**src/sms_consts.svh**
```systemverilog
// constants of the switch carrier register bank: offsets, fields, reset values
// assumes byte addresses from the bus host; A16 space is 64 bytes,
// extended space is eight module windows
`ifndef SMS_CONSTS_SVH
`define SMS_CONSTS_SVH

// ----------------------------------------
// A16 space
// ----------------------------------------
`define SMS_A16_AW 6
`define SMS_STROBE_OFF 6'h3e

// ----------------------------------------
// extended space windows
// ----------------------------------------
`define SMS_EXT_AW 13
`define SMS_WIN_LSB 10
`define SMS_WIN_MSB 12
`define SMS_NUM_MOD 3'h6
`define SMS_IMPL_MOD 3'h0
`define SMS_CTRL_OFF 10'h200
`define SMS_RELAY_HI_MSB 9
`define SMS_RELAY_HI_LSB 5
`define SMS_RELAY_HI_ZERO 5'h00

// ----------------------------------------
// fields and fixed values
// ----------------------------------------
`define SMS_DW 16
`define SMS_ONES 16'hffff
`define SMS_STAT_PAD 9'h1ff
`define SMS_STAT_PAD_LSB 7
`define SMS_STAT_WIDE 6
`define SMS_CTRL_HI 10
`define SMS_CTRL_LO 8
`define SMS_CTRL_LATCH 2
`define SMS_CTRL_POL 1
`define SMS_CTRL_PF 0
`define SMS_CTRL_RST 3'h0
`define SMS_RELAY_AW 4
`define SMS_RELAY_WORDS 16

`endif

```
**src/sms_pkg.sv**
```systemverilog
// types shared by the switch carrier register bank
// assumes sms_consts.svh supplies the widths
`include "sms_consts.svh"

package sms_pkg;
    typedef logic [`SMS_DW-1:0] sms_word_t;
    // which register a bus access lands on
    typedef enum logic [1:0] {
        tgt_strobe,
        tgt_ctrl,
        tgt_relay,
        tgt_rsvd
    } sms_tgt_t;
endpackage

```
**src/sms_relay_store.sv**
```systemverilog
// relay data words of the one implemented plug-in module
// assumes a single clock; clear wipes every word in one cycle
`timescale 1ns/10ps
`include "sms_consts.svh"

module sms_relay_store
    import sms_pkg::*;
(
    // clock
    input wire logic i_core_clk,
    // control
    input wire logic i_clear,
    input wire logic i_we,
    input wire logic [`SMS_RELAY_AW-1:0] i_addr,
    input wire sms_word_t i_wdata,
    // read data, registered
    output sms_word_t o_rdata
);
    sms_word_t mem_q [`SMS_RELAY_WORDS];

    always_ff @(posedge i_core_clk) begin
        if (i_clear) begin
            for (int i = 0; i < `SMS_RELAY_WORDS; i++) begin
                mem_q[i] <= '0;
            end
        end else if (i_we) begin
            mem_q[i_addr] <= i_wdata;
        end
    end

    // read of the old word when a write hits the same address
    always_ff @(posedge i_core_clk) begin
        o_rdata <= mem_q[i_addr];
    end
endmodule

```
**src/sms_regs.sv**
```systemverilog
// register bank of the relay switch carrier: strobe, status, control, relay data
// assumes bus requests are one-cycle pulses per completed host cycle,
// synchronous to i_core_clk
`timescale 1ns/10ps
`include "sms_consts.svh"

// Overview of operation
// - any write to the strobe offset raises a trace advance; data ignored
// - status read returns ones in bits 15 to 7
// - status bit 6 reports carrier width, one for double wide
// - status bits 5..0 read one while module n relays still move
// - reserved locations ignore writes and read all ones
// - each module owns a 1024 byte window in extended space
// - upper 512 bytes hold configuration; control register at base plus 0x200
// - six positions reserved, only module 0 implemented, rest unused
// - latch bit selects single coil reset or multi coil; resets zero
// - latch bit acts only on latching relay variants
// - polarity bit inverts relay data read back; resets zero
// - control and status reads are never inverted
// - power fail resets relays unless gate bit set; resets zero
module sms_regs
    import sms_pkg::*;
(
    // clock and reset
    input wire logic i_core_clk,
    input wire logic i_srst,
    // host register access
    input wire logic i_bus_req,
    input wire logic i_bus_wr,
    input wire logic i_bus_ext,
    input wire logic [`SMS_EXT_AW-1:0] i_bus_addr,
    input wire sms_word_t i_bus_wdata,
    output logic o_bus_ack,
    output sms_word_t o_bus_rdata,
    // carrier and module status
    input wire logic i_double_wide,
    input wire logic [5:0] i_module_busy,
    input wire logic i_latching_variant,
    input wire logic i_bus_power_fail_line_n,
    // module control outputs
    output logic o_trace_advance,
    output logic o_latch_multi_coil,
    output logic o_relay_reset
);
    // ----------------------------------------
    // address decode
    // ----------------------------------------
    function automatic logic [2:0] module_base_address(input logic [`SMS_EXT_AW-1:0] a);
        return a[`SMS_WIN_MSB:`SMS_WIN_LSB];
    endfunction

    wire [2:0] mod_idx;
    wire [`SMS_WIN_LSB-1:0] mod_off;
    wire strobe_hit;
    wire mod0_hit;
    wire ctrl_hit;
    wire relay_hit;
    wire wr_take;
    wire rd_take;
    sms_tgt_t tgt;

    assign mod_idx = module_base_address(i_bus_addr);
    assign mod_off = i_bus_addr[`SMS_WIN_LSB-1:0];
    assign strobe_hit = !i_bus_ext && (i_bus_addr[`SMS_A16_AW-1:0] == `SMS_STROBE_OFF);
    // positions 1..5 fall through to reserved
    assign mod0_hit = i_bus_ext && (mod_idx == `SMS_IMPL_MOD);
    assign ctrl_hit = mod0_hit && (mod_off == `SMS_CTRL_OFF);
    assign relay_hit = mod0_hit
        && (mod_off[`SMS_RELAY_HI_MSB:`SMS_RELAY_HI_LSB] == `SMS_RELAY_HI_ZERO);
    assign wr_take = i_bus_req && i_bus_wr;
    assign rd_take = i_bus_req && !i_bus_wr;
    assign tgt = strobe_hit ? tgt_strobe :
                 ctrl_hit ? tgt_ctrl :
                 relay_hit ? tgt_relay : tgt_rsvd;

    // ----------------------------------------
    // control register
    // ----------------------------------------
    logic [2:0] ctrl_q;
    logic [2:0] ctrl_d;

    // control bits shown in place, every other bit reads zero
    function automatic sms_word_t ctrl_word(input logic [2:0] c);
        return `SMS_DW'(c) << `SMS_CTRL_LO;
    endfunction

    // only latch, polarity and power fail gate are held here
    assign ctrl_d = (wr_take && ctrl_hit) ? i_bus_wdata[`SMS_CTRL_HI:`SMS_CTRL_LO] : ctrl_q;

    always_ff @(posedge i_core_clk) begin
        if (i_srst) begin
            ctrl_q <= `SMS_CTRL_RST;
        end else begin
            ctrl_q <= ctrl_d;
        end
    end

    // unused on non-latching variants
    assign o_latch_multi_coil = ctrl_q[`SMS_CTRL_LATCH] && i_latching_variant;

    // ----------------------------------------
    // trace advance and power fail
    // ----------------------------------------
    logic trace_q;
    logic relay_reset_q;
    wire relay_reset_d;

    // gate bit low lets the power fail line clear the relays
    assign relay_reset_d = !i_bus_power_fail_line_n && !ctrl_q[`SMS_CTRL_PF];

    always_ff @(posedge i_core_clk) begin
        if (i_srst) begin
            trace_q <= 1'b0;
            relay_reset_q <= 1'b0;
        end else begin
            trace_q <= wr_take && strobe_hit;
            relay_reset_q <= relay_reset_d;
        end
    end

    assign o_trace_advance = trace_q;
    assign o_relay_reset = relay_reset_q;

    // ----------------------------------------
    // relay data store
    // ----------------------------------------
    sms_word_t relay_rdata;
    wire relay_we;
    wire relay_clear;

    assign relay_we = wr_take && relay_hit;
    // a pending power fail wins over a host write to the same word
    assign relay_clear = i_srst || relay_reset_q;

    sms_relay_store u_store (
        .i_core_clk(i_core_clk),
        .i_clear(relay_clear),
        .i_we(relay_we),
        .i_addr(mod_off[`SMS_RELAY_AW:1]),
        .i_wdata(i_bus_wdata),
        .o_rdata(relay_rdata)
    );

    // ----------------------------------------
    // read pipeline: take, then answer
    // ----------------------------------------
    logic pend_q;
    logic pend_rd_q;
    sms_tgt_t tgt_q;
    sms_word_t stat_q;
    logic ack_q;
    sms_word_t rdata_q;
    sms_word_t rdata_d;
    wire [`SMS_DW-1:0] pol_mask;

    assign pol_mask = {`SMS_DW{ctrl_q[`SMS_CTRL_POL]}};

    // status and control never pass through the polarity mask
    assign rdata_d = !pend_rd_q ? '0 :
        (tgt_q == tgt_strobe) ? stat_q :
        (tgt_q == tgt_ctrl) ? ctrl_word(ctrl_q) :
        (tgt_q == tgt_relay) ? (relay_rdata ^ pol_mask) :
        `SMS_ONES;

    always_ff @(posedge i_core_clk) begin
        if (i_srst) begin
            pend_q <= 1'b0;
            pend_rd_q <= 1'b0;
            tgt_q <= tgt_rsvd;
            stat_q <= '0;
        end else begin
            pend_q <= i_bus_req;
            pend_rd_q <= rd_take;
            tgt_q <= tgt;
            stat_q <= {`SMS_STAT_PAD, i_double_wide, i_module_busy};
        end
    end

    always_ff @(posedge i_core_clk) begin
        if (i_srst) begin
            ack_q <= 1'b0;
            rdata_q <= '0;
        end else begin
            ack_q <= pend_q;
            rdata_q <= rdata_d;
        end
    end

    assign o_bus_ack = ack_q;
    assign o_bus_rdata = rdata_q;
endmodule

```
**config.mk**
```make
export PLATFORM = sky130hd
export DESIGN_NAME = sms_regs
export DESIGN_NICKNAME = d
export VERILOG_FILES = /design/src/sms_pkg.sv /design/src/sms_relay_store.sv /design/src/sms_regs.sv
export VERILOG_INCLUDE_DIRS = /design/src /design/src/src
export SDC_FILE = /design/constraint.sdc
export NUM_CORES = 1
export LEC_CHECK = 0
export BUFFER_PORTS_ARGS = -buffer_cell sky130_fd_sc_hd__buf_4
export CORE_UTILIZATION = 55
export DETAILED_ROUTE_END_ITERATION = 12
export PLACE_DENSITY = 0.75
export SLEW_MARGIN = 15
export SYNTH_ARGS = -nofsm -noshare
export SYNTH_HDL_FRONTEND = slang
export SYNTH_SLANG_ARGS = --single-unit
```
**constraint.sdc**
```tcl
create_clock -name i_core_clk -period 6.45 [get_ports i_core_clk]
set_input_delay 0.3225 -clock i_core_clk [delete_from_list [all_inputs] [get_ports i_core_clk]]
set_output_delay 0.3225 -clock i_core_clk [all_outputs]
set_load 0.01 [all_outputs]
```
==> metrics.yaml, run 1 <==
status:
  status: "complete, no violations"
job:
  cap_violations: 0
power_and_ir_drop:
  clkPwrFrac: 0.405
  power.static_leakage_nw: 5.307
  p_int_mw: 3.293
  power_density_nw_per_um2: 288.9
  peakVddDrop_v: 0.0002025
  p_seq_frac: 0.532
  power_switching_mw: 0.8982
  switching_share: 0.2143
  report.power.total_mw: 4.191
  share_comb_of_total_power: 0.063
setup_path:
  ff2ff_path_depth: 5
  cpMaxStageDelayCell: "nand2b_2"
  cp_common_cell: "buf_4"
  crit_family: "simple AND/OR/NAND/NOR gates"
  path_buf_inv: 3
  path_cells: "dlygate4sd3_1, buf_4, or4bb_1, nor4_4, nand2b_2, buf_4, nor2_1"
  critical_path_class: "input pin to flop"
  max_stage_delay_ns: 0.58
  start_kind: "input pin"
  reg2reg_slack_ns: 3.70
  critPathRequiredTime_ns: 6.85
  cp_max_fo: 34
  r2r-end: "u_store.mem_q[1][14]"
  crit_path_end_kind: "flop"
  arrival_ns: 3.24
  reg2reg_from: "o_relay_reset"
synth:
  yosys_register_bits: 306
  synth_nets: 984
  syn_area_um2: 12750
  synth_warnings: 0
  ys_types: 38
  seq_area_frac_synth: 0.6815
  syn_inst: 941
  avgSynthCellArea_um2: 13.55
finish:
  finalNetCount: 1040
  syn2layout_area_growth_pct: 13.81
  drive_gt1_frac: 0.2067
  n_antenna_cell: 0
  fin_area_um2: 14510
clocking:
  clk_pin_slew_ns: 0.06
  cts.sinks: 306
  worst_skew_pair.late_latency_ns: 0.56
  h-tree-depth: 1
  cts_made_buffers: 30
  ctsHoldBuffers: 8
  cts_tree: "done"
  cts_root_buf: "clkbuf_16"
  cts_setup_buffers: 0
  cts_buffer_depth: 3
  cts_resized: 0
sta:
  setup_tns_ns: 0
  period_needed_ns: 2.832
  finClkSkew_ns: 0.009288
  fin_ws_ns: 3.618
  slew_violations: 0
  holdWs_ns: 0.01658
  fmaxAchievable_mhz: 353.1
  tightest_slew_ns: 1.026
  finalSetupViolCount: 0
  finalHoldViolations: 0
  slew_headroom: 0.3159
  rsz0062_at_grt: "false"
  period_share: 0.4391
routing:
  via_count: 7943
  first_pass_iters: 9
  wl_um: 30310
  drtIter0Drc: 881
  final_antenna_net_count: 0
  post_drt_wl_per_cell_um: 23.21
  drc_errors: 0
  viasPerCell: 6.082
global_routing:
  grt_pass1_wl_um: 45890
  grt_overflow: 0
  antenna_found_initial: 0
  grt_pass1_vias: 7653
  grt_max_degree: 72
  grt_use_total: 0.2619
worst_hold_path:
  whs_endpoint: "stat_q[6]"
  hold_path_depth: 2
  hold_class: "input pin to flop"
  worstHoldStart: "i_double_wide"
place:
  post_dp_cell_area_um2: 13470
  dp_hpwl_um: 18470
  place_congestion: 0.8060
  buffer_ports.inserted: 62
  pre_cts_ws_ns: 3.402
floorplan:
  core_um2: 22710
  die_x_um: 154.2
  die_h_um: 154.2
  dieArea_um2: 23790
  rows: 55
  initial_utilization: 0.5614
  io-pin-count: 63
flip-flops by register name, summed over array words and instances (netlist names):
| name | cells |
|---|---|
| o_bus_rdata | 16 |
| o_trace_advance | 1 |
| u_store.o_rdata | 16 |
| u_store.mem_q | 256 |
| pend_rd_q | 1 |
| stat_q | 8 |
| pend_q | 1 |
| o_relay_reset | 1 |
| o_bus_ack | 1 |
| tgt_q | 2 |
| ctrl_q | 3 |
metrics by stage:
stage | utilization | instances
2_1_floorplan | - | 941
3_3_place_gp | 0.5931 | 1242
3_5_place_dp | 0.5931 | 1242
4_1_cts | 0.6389 | 1306
5_1_grt | 0.6389 | 1306
6_report | 0.6389 | 1306
layout make-up:
type,instances,area [µm²]
Sequential cell,306,8688
Multi-Input combinational cell,566,3792
Tap cell,285,356.6
Clock buffer,46,893.4
Timing Repair Buffer,91,703.2
Fill cell,1662,8200
Inverter,2,7.507
Clock inverter,10,67.56
synthesized netlist by cell type:
cell type / number / area [µm²]
nand2b_1: 4 / 25.02
buf_1: 3 / 11.26
edfxtp_1: 256 / 7687
or4_4: 1 / 11.26
nor4b_1: 1 / 8.760
nand2_2: 1 / 6.260
xnor2_1: 2 / 17.52
nor3_1: 3 / 15.01
nor2_1: 270 / 1013
nand2_1: 95 / 356.6
a31oi_1: 1 / 6.260
nor2b_1: 12 / 75.07
buf_2: 35 / 175.2
nand3_2: 1 / 10.01
clkbuf_1: 28 / 105.1
xor2_1: 13 / 113.9
mux2i_1: 3 / 30.03
buf_4: 1 / 7.510
nand4_1: 2 / 12.51
or2_2: 1 / 6.260
a22oi_1: 32 / 240.2
nor3b_1: 3 / 22.52
o31a_1: 1 / 8.760
a21oi_1: 16 / 80.08
nor4_1: 1 / 6.260
inv_1: 2 / 7.510
mux4_2: 64 / 1441
nor4_4: 1 / 21.27
or4_1: 1 / 7.510
and2_1: 2 / 12.51
nor4_2: 1 / 12.51
a21boi_0: 1 / 7.510
nand4b_1: 1 / 8.760
dfxtp_1: 50 / 1001
or4bb_1: 1 / 11.26
or4b_4: 1 / 13.76
o22ai_1: 1 / 6.260
o21ai_0: 29 / 145.1
worst reg2reg max path: stages (launching register included):
cell,delay (ns)
dfxtp_1,0.33
or4bb_1,0.56
nor4_4,0.44
nand2b_2,0.58
buf_4,0.48
nor2_1,0.20
power groups by stage:
stage                     logic, mW  registers (mW)  clock network, mW
final                         0.262            2.23               1.70
after detailed placement      0.259            2.27                  0
after global placement        0.256            2.27                  0
after floorplan               0.150            2.26                  0
after CTS                     0.264            2.23               1.71
after global routing          0.280            2.23               1.78
how the worst max path moves through the flow:
stage	end	start	cells after the start	slack (ns)
3_3_place_gp	u_store.o_rdata[4]	i_bus_addr[1]	5	3.44
2_1_floorplan	u_store.mem_q[15][0]	i_bus_addr[11]	4	3.32
4_1_cts	u_store.mem_q[5][5]	i_bus_wr	7	3.65
3_5_place_dp	u_store.mem_q[11][6]	i_bus_addr[11]	7	3.40
5_1_grt	u_store.mem_q[5][5]	i_bus_wr	7	3.52
6_report	u_store.mem_q[1][14]	i_bus_wr	7	3.62
routing by layer:
| layer | wire length [µm] | share of wire | up-vias | track usage |
|---|---|---|---|---|
| met4 | 899 | 0.030 | 0 | 0.09238 |
| met5 | 0 | 0 | - | 0 |
| li1 | - | - | 3510 | - |
| met2 | 14530 | 0.48 | 444 | 0.4160 |
| met3 | 2979 | 0.098 | 54 | 0.04567 |
| met1 | 11900 | 0.39 | 3935 | 0.3693 |
cell usage in the layout, fill, tap and decap left out, types with 8 or more instances in the layout:
| cell type | instances |
|---|---|
| nor2_1 | 269 |
| edfxtp_1 | 256 |
| nand2_1 | 95 |
| buf_4 | 83 |
| mux4_2 | 64 |
| dfxtp_1 | 50 |
| a22oi_1 | 32 |
| clkbuf_16 | 32 |
| a21oi_1 | 16 |
| xor2_1 | 13 |
| o21ai_0 | 13 |
| nor2b_1 | 10 |
| o21ai_1 | 9 |
| dlygate4sd3_1 | 8 |
cells by family after synthesis:
kind of cell / count (synthesis) / share of synthesized area
muxes: 67 / 0.1154
AOI/OAI and AO/OA: 81 / 0.03877
DFF: 306 / 0.6815
xor gates and xnor gates: 15 / 0.01031
and+or+nand+nor: 403 / 0.1299
buffers and inverters: 69 / 0.02405
(Power assumes the default switching activity.)
==> inputs of run 2 (changes only) <==
--- a/config.mk
+++ b/config.mk
@@ -6,6 +6,7 @@
 export SDC_FILE = /design/constraint.sdc
 export NUM_CORES = 1
 export LEC_CHECK = 0
+export ABC_AREA = 1
 export BUFFER_PORTS_ARGS = -buffer_cell sky130_fd_sc_hd__buf_4
 export CORE_UTILIZATION = 55
 export DETAILED_ROUTE_END_ITERATION = 12
==> constraint.sdc (replaced) <==
create_clock -name i_core_clk -period 2.95 [get_ports i_core_clk]
set_input_delay 0.1475 -clock i_core_clk [delete_from_list [all_inputs] [get_ports i_core_clk]]
set_output_delay 0.1475 -clock i_core_clk [all_outputs]
set_load 0.01 [all_outputs]
==> run 2 against run 1 <==
  * Non-clock buffer count rose by 18
  * Total power grew 120%
  * Synthesized cell count up 50%
  * Clock power rose by 120%
  * Final area grew 4.3%
  * Flip-flop and latch count unchanged
  * Die area rose by 4.5%
  * Critical endpoint is now o_trace_advance
==> metrics.yaml, run 2 <==
finish:
  final_cell_mix: "nand2_1, nor2_1, edfxtp_1"
  layout_commonest_cell: "nand2_1"
  n_antenna_cell: 0  # unchanged
  finalNetCount: 1510  # +45%
  seq_area_um2: 8688  # unchanged
  fin_cells: 1811  # +39%
  multi_input_area_um2: 3891  # +2.6%
  largest_reg_flops: 256  # unchanged
  drive_gt1_frac: 0.09853  # -0.1081
  fillers: 1843  # +11%
  syn2layout_area_growth_pct: 13.54
  top_register: "u_store.mem_q"
place:
  place_congestion: 0.8787  # +9.0%
  buffer_ports.inserted: 62  # unchanged
  dp.cells: 1723  # +39%
  dp_hpwl_um: 20320  # +10%
  pre_cts_ws_ns: 0.5821  # -2.820 ns
synth:
  synth_top_area_share: 0.5768  # -0.02616
  synth_area_leader_cell: "edfxtp_1"
  synth_edf_count: 256  # unchanged
  syn_area_um2: 13330  # +4.5%
  synth-main-ff-cell: "edfxtp_1"
  yosys_register_bits: 306  # unchanged
  async_flop_share: 0  # unchanged
  synthTopCellsByArea: "edfxtp_1, nand2_1, nor2_1"
  syn_inst: 1408  # +50%
  ys_types: 26  # -32%
  synth_nets: 1451  # +47%
  yosys.cell_count.top_type: "nand2_1"
  synth_warnings: 0  # unchanged
  avgSynthCellArea_um2: 9.465  # -30%
  ys_top_cells_by_count: "nand2_1, nor2_1, edfxtp_1"
  seq_area_frac_synth: 0.6520  # -0.02956
setup_path:
  ff2ff_path_depth: 6  # +1
  path_buf_inv: 5  # +2
  reg2reg_slack_ns: 0.63  # -3.07 ns
  crit_path_end_kind: "flop"
  cpMaxStageDelayCell: "dlygate4sd3_1"
  reg2reg_from: "o_relay_reset"
  r2r-end: "u_store.mem_q[0][8]"
  cp_max_fo: 2  # -94%
  max_stage_delay_ns: 0.59  # about the same
  start_kind: "input pin"
  crit_family: "buffers and inverters"
  arrival_ns: 2.93  # -0.31 ns
  path_cells: "dlygate4sd3_1, buf_4, nor2_1, dlygate4sd3_1, nand3_1, dlygate4sd3_1, nor4_1, dlygate4sd3_1"
  critical_path_class: "input pin to flop"
  cp_common_cell: "dlygate4sd3_1"
  critPathRequiredTime_ns: 3.44  # -3.41 ns
power_and_ir_drop:
  power.static_leakage_nw: 6.736  # +27%
  peakVddDrop_v: 0.0004386  # +120%
  power_density_nw_per_um2: 614.0  # +110%
worst_hold_path:
  hold_class: "input pin to flop"
  hold_path_depth: 5  # +3
  whs_endpoint: "tgt_q[1]"
  worstHoldStart: "i_bus_addr[8]"
clocking:
  cts_resized: 0  # unchanged
  cts_root_buf: "clkbuf_16"
  clk_pin_slew_ns: 0.06  # about the same
  worst_skew_pair.late_latency_ns: 0.57  # about the same
  h-tree-depth: 1  # unchanged
  cts_tree: "done"
  cts_made_buffers: 31  # +3.3%
  cts_buffer_depth: 3  # unchanged
  cts.sinks: 306  # unchanged
  cts_setup_buffers: 0  # unchanged
floorplan:
  io-pin-count: 63  # unchanged
  initial_utilization: 0.5644  # +0.003004
  core_um2: 23610  # +4.0%
  dieArea_um2: 24860  # +4.5%
  die_x_um: 157.7  # +2.2%
  die_h_um: 157.7  # +2.2%
  rows: 56  # +1.8%
routing:
  via_count: 9789  # +23%
  final_antenna_net_count: 0  # unchanged
  post_drt_wl_per_cell_um: 17.92  # -23%
  drtIter0Drc: 1158  # +31%
  first_pass_iters: 6  # -3
  viasPerCell: 5.405  # -11%
  wl_um: 32450  # +7.1%
  drc_errors: 0  # unchanged
sta:
  fin_ws_ns: 0.5151  # -3.103 ns
  finClkSkew_ns: 0.02265  # +0.01337 ns
  finalHoldViolations: 0  # unchanged
  tightest_slew_ns: 0.8709  # -0.1553 ns
  fmaxAchievable_mhz: 410.7
  period_share: 0.8254
  finalSetupViolCount: 0  # unchanged
  slew_headroom: 0.4187  # +0.1029
  setup_tns_ns: 0  # unchanged
  slew_violations: 0  # unchanged
  period_needed_ns: 2.435
  rsz0062_at_grt: "false"
global_routing:
  grt_overflow: 0  # unchanged
  grt_pass1_vias: 9155  # +20%
  grt_pass1_wl_um: 49780  # +8.5%
  grt_use_total: 0.2674  # +0.005519
  grt_max_degree: 65  # -9.7%
  antenna_found_initial: 0  # unchanged
status:
  status: "complete, no violations"
job:
  cap_violations: 0  # unchanged
run 2: final cells by class:
class                           count  share of cell area
Sequential cell                   306              0.5742
Tap cell                          319             0.02638
Multi-Input combinational cell    943              0.2572
Clock inverter                     18            0.009179
Clock buffer                       40             0.05350
Timing Repair Buffer              109             0.06070
Inverter                           76             0.01885
run 2: tightest hold or removal path, cell delays in order:
cell and delay (ns):
buf_4 0.08, nor2_1 0.05, nand2_1 0.06, nor2_1 0.05
a31oi_1 0.16
run 2: worst max path at each step:
stage	startpoint	cells after the start	end
floorplan	o_relay_reset	7	u_store.mem_q[0][0]
global placement	i_srst	7	u_store.mem_q[3][0]
detailed placement	i_bus_addr[5]	8	u_store.mem_q[0][13]
CTS	i_bus_addr[0]	8	o_trace_advance
global route	i_bus_addr[0]	8	o_trace_advance
finish	i_bus_addr[0]	8	o_trace_advance
run 2: logic make-up after synthesis:
logic type / Yosys count / synth area share
simple gates: 892 / 0.2697
compound gates: 44 / 0.01709
buf+inv: 159 / 0.05661
xor+xnor: 7 / 0.004601
flops: 306 / 0.6520
run 2: through the flow:
step	hold WS, ns	util	power, mW	area [µm²]
floorplan	0.2186	-	5.391	13330
global placement	0.3301	0.5879	5.633	13880
detailed placement	0.3332	0.5879	5.650	13880
CTS	0.003493	0.6408	9.311	15130
global route	0.02820	0.6408	9.550	15130
finish	0.04661	0.6408	9.291	15130
run 2: what timing repair did:
| item | CTS | global route |
|---|---|---|
| endpoints found under the setup margin | 0 | 0 |
| hold buffers | 30 | 0 |
| hold endpoints to repair | 17 | 0 |
run 2: layer usage:
layer | up-vias | part of all wire | GRT usage
li1 | 4640 | - | -
met1 | 4511 | 0.41 | 0.3684
met2 | 565 | 0.46 | 0.4240
met3 | 73 | 0.10 | 0.04544
met4 | 0 | 0.032 | 0.1049
met5 | - | 0 | 0
run 2: power breakdown:
part / switching, mW / internal, mW / leakage (nW)
Clock: 1.59 / 2.10 / 0.458
Combinational: 0.463 / 0.184 / 3.13
Sequential: 0.0636 / 4.89 / 3.15
Total: 2.12 / 7.17 / 6.74
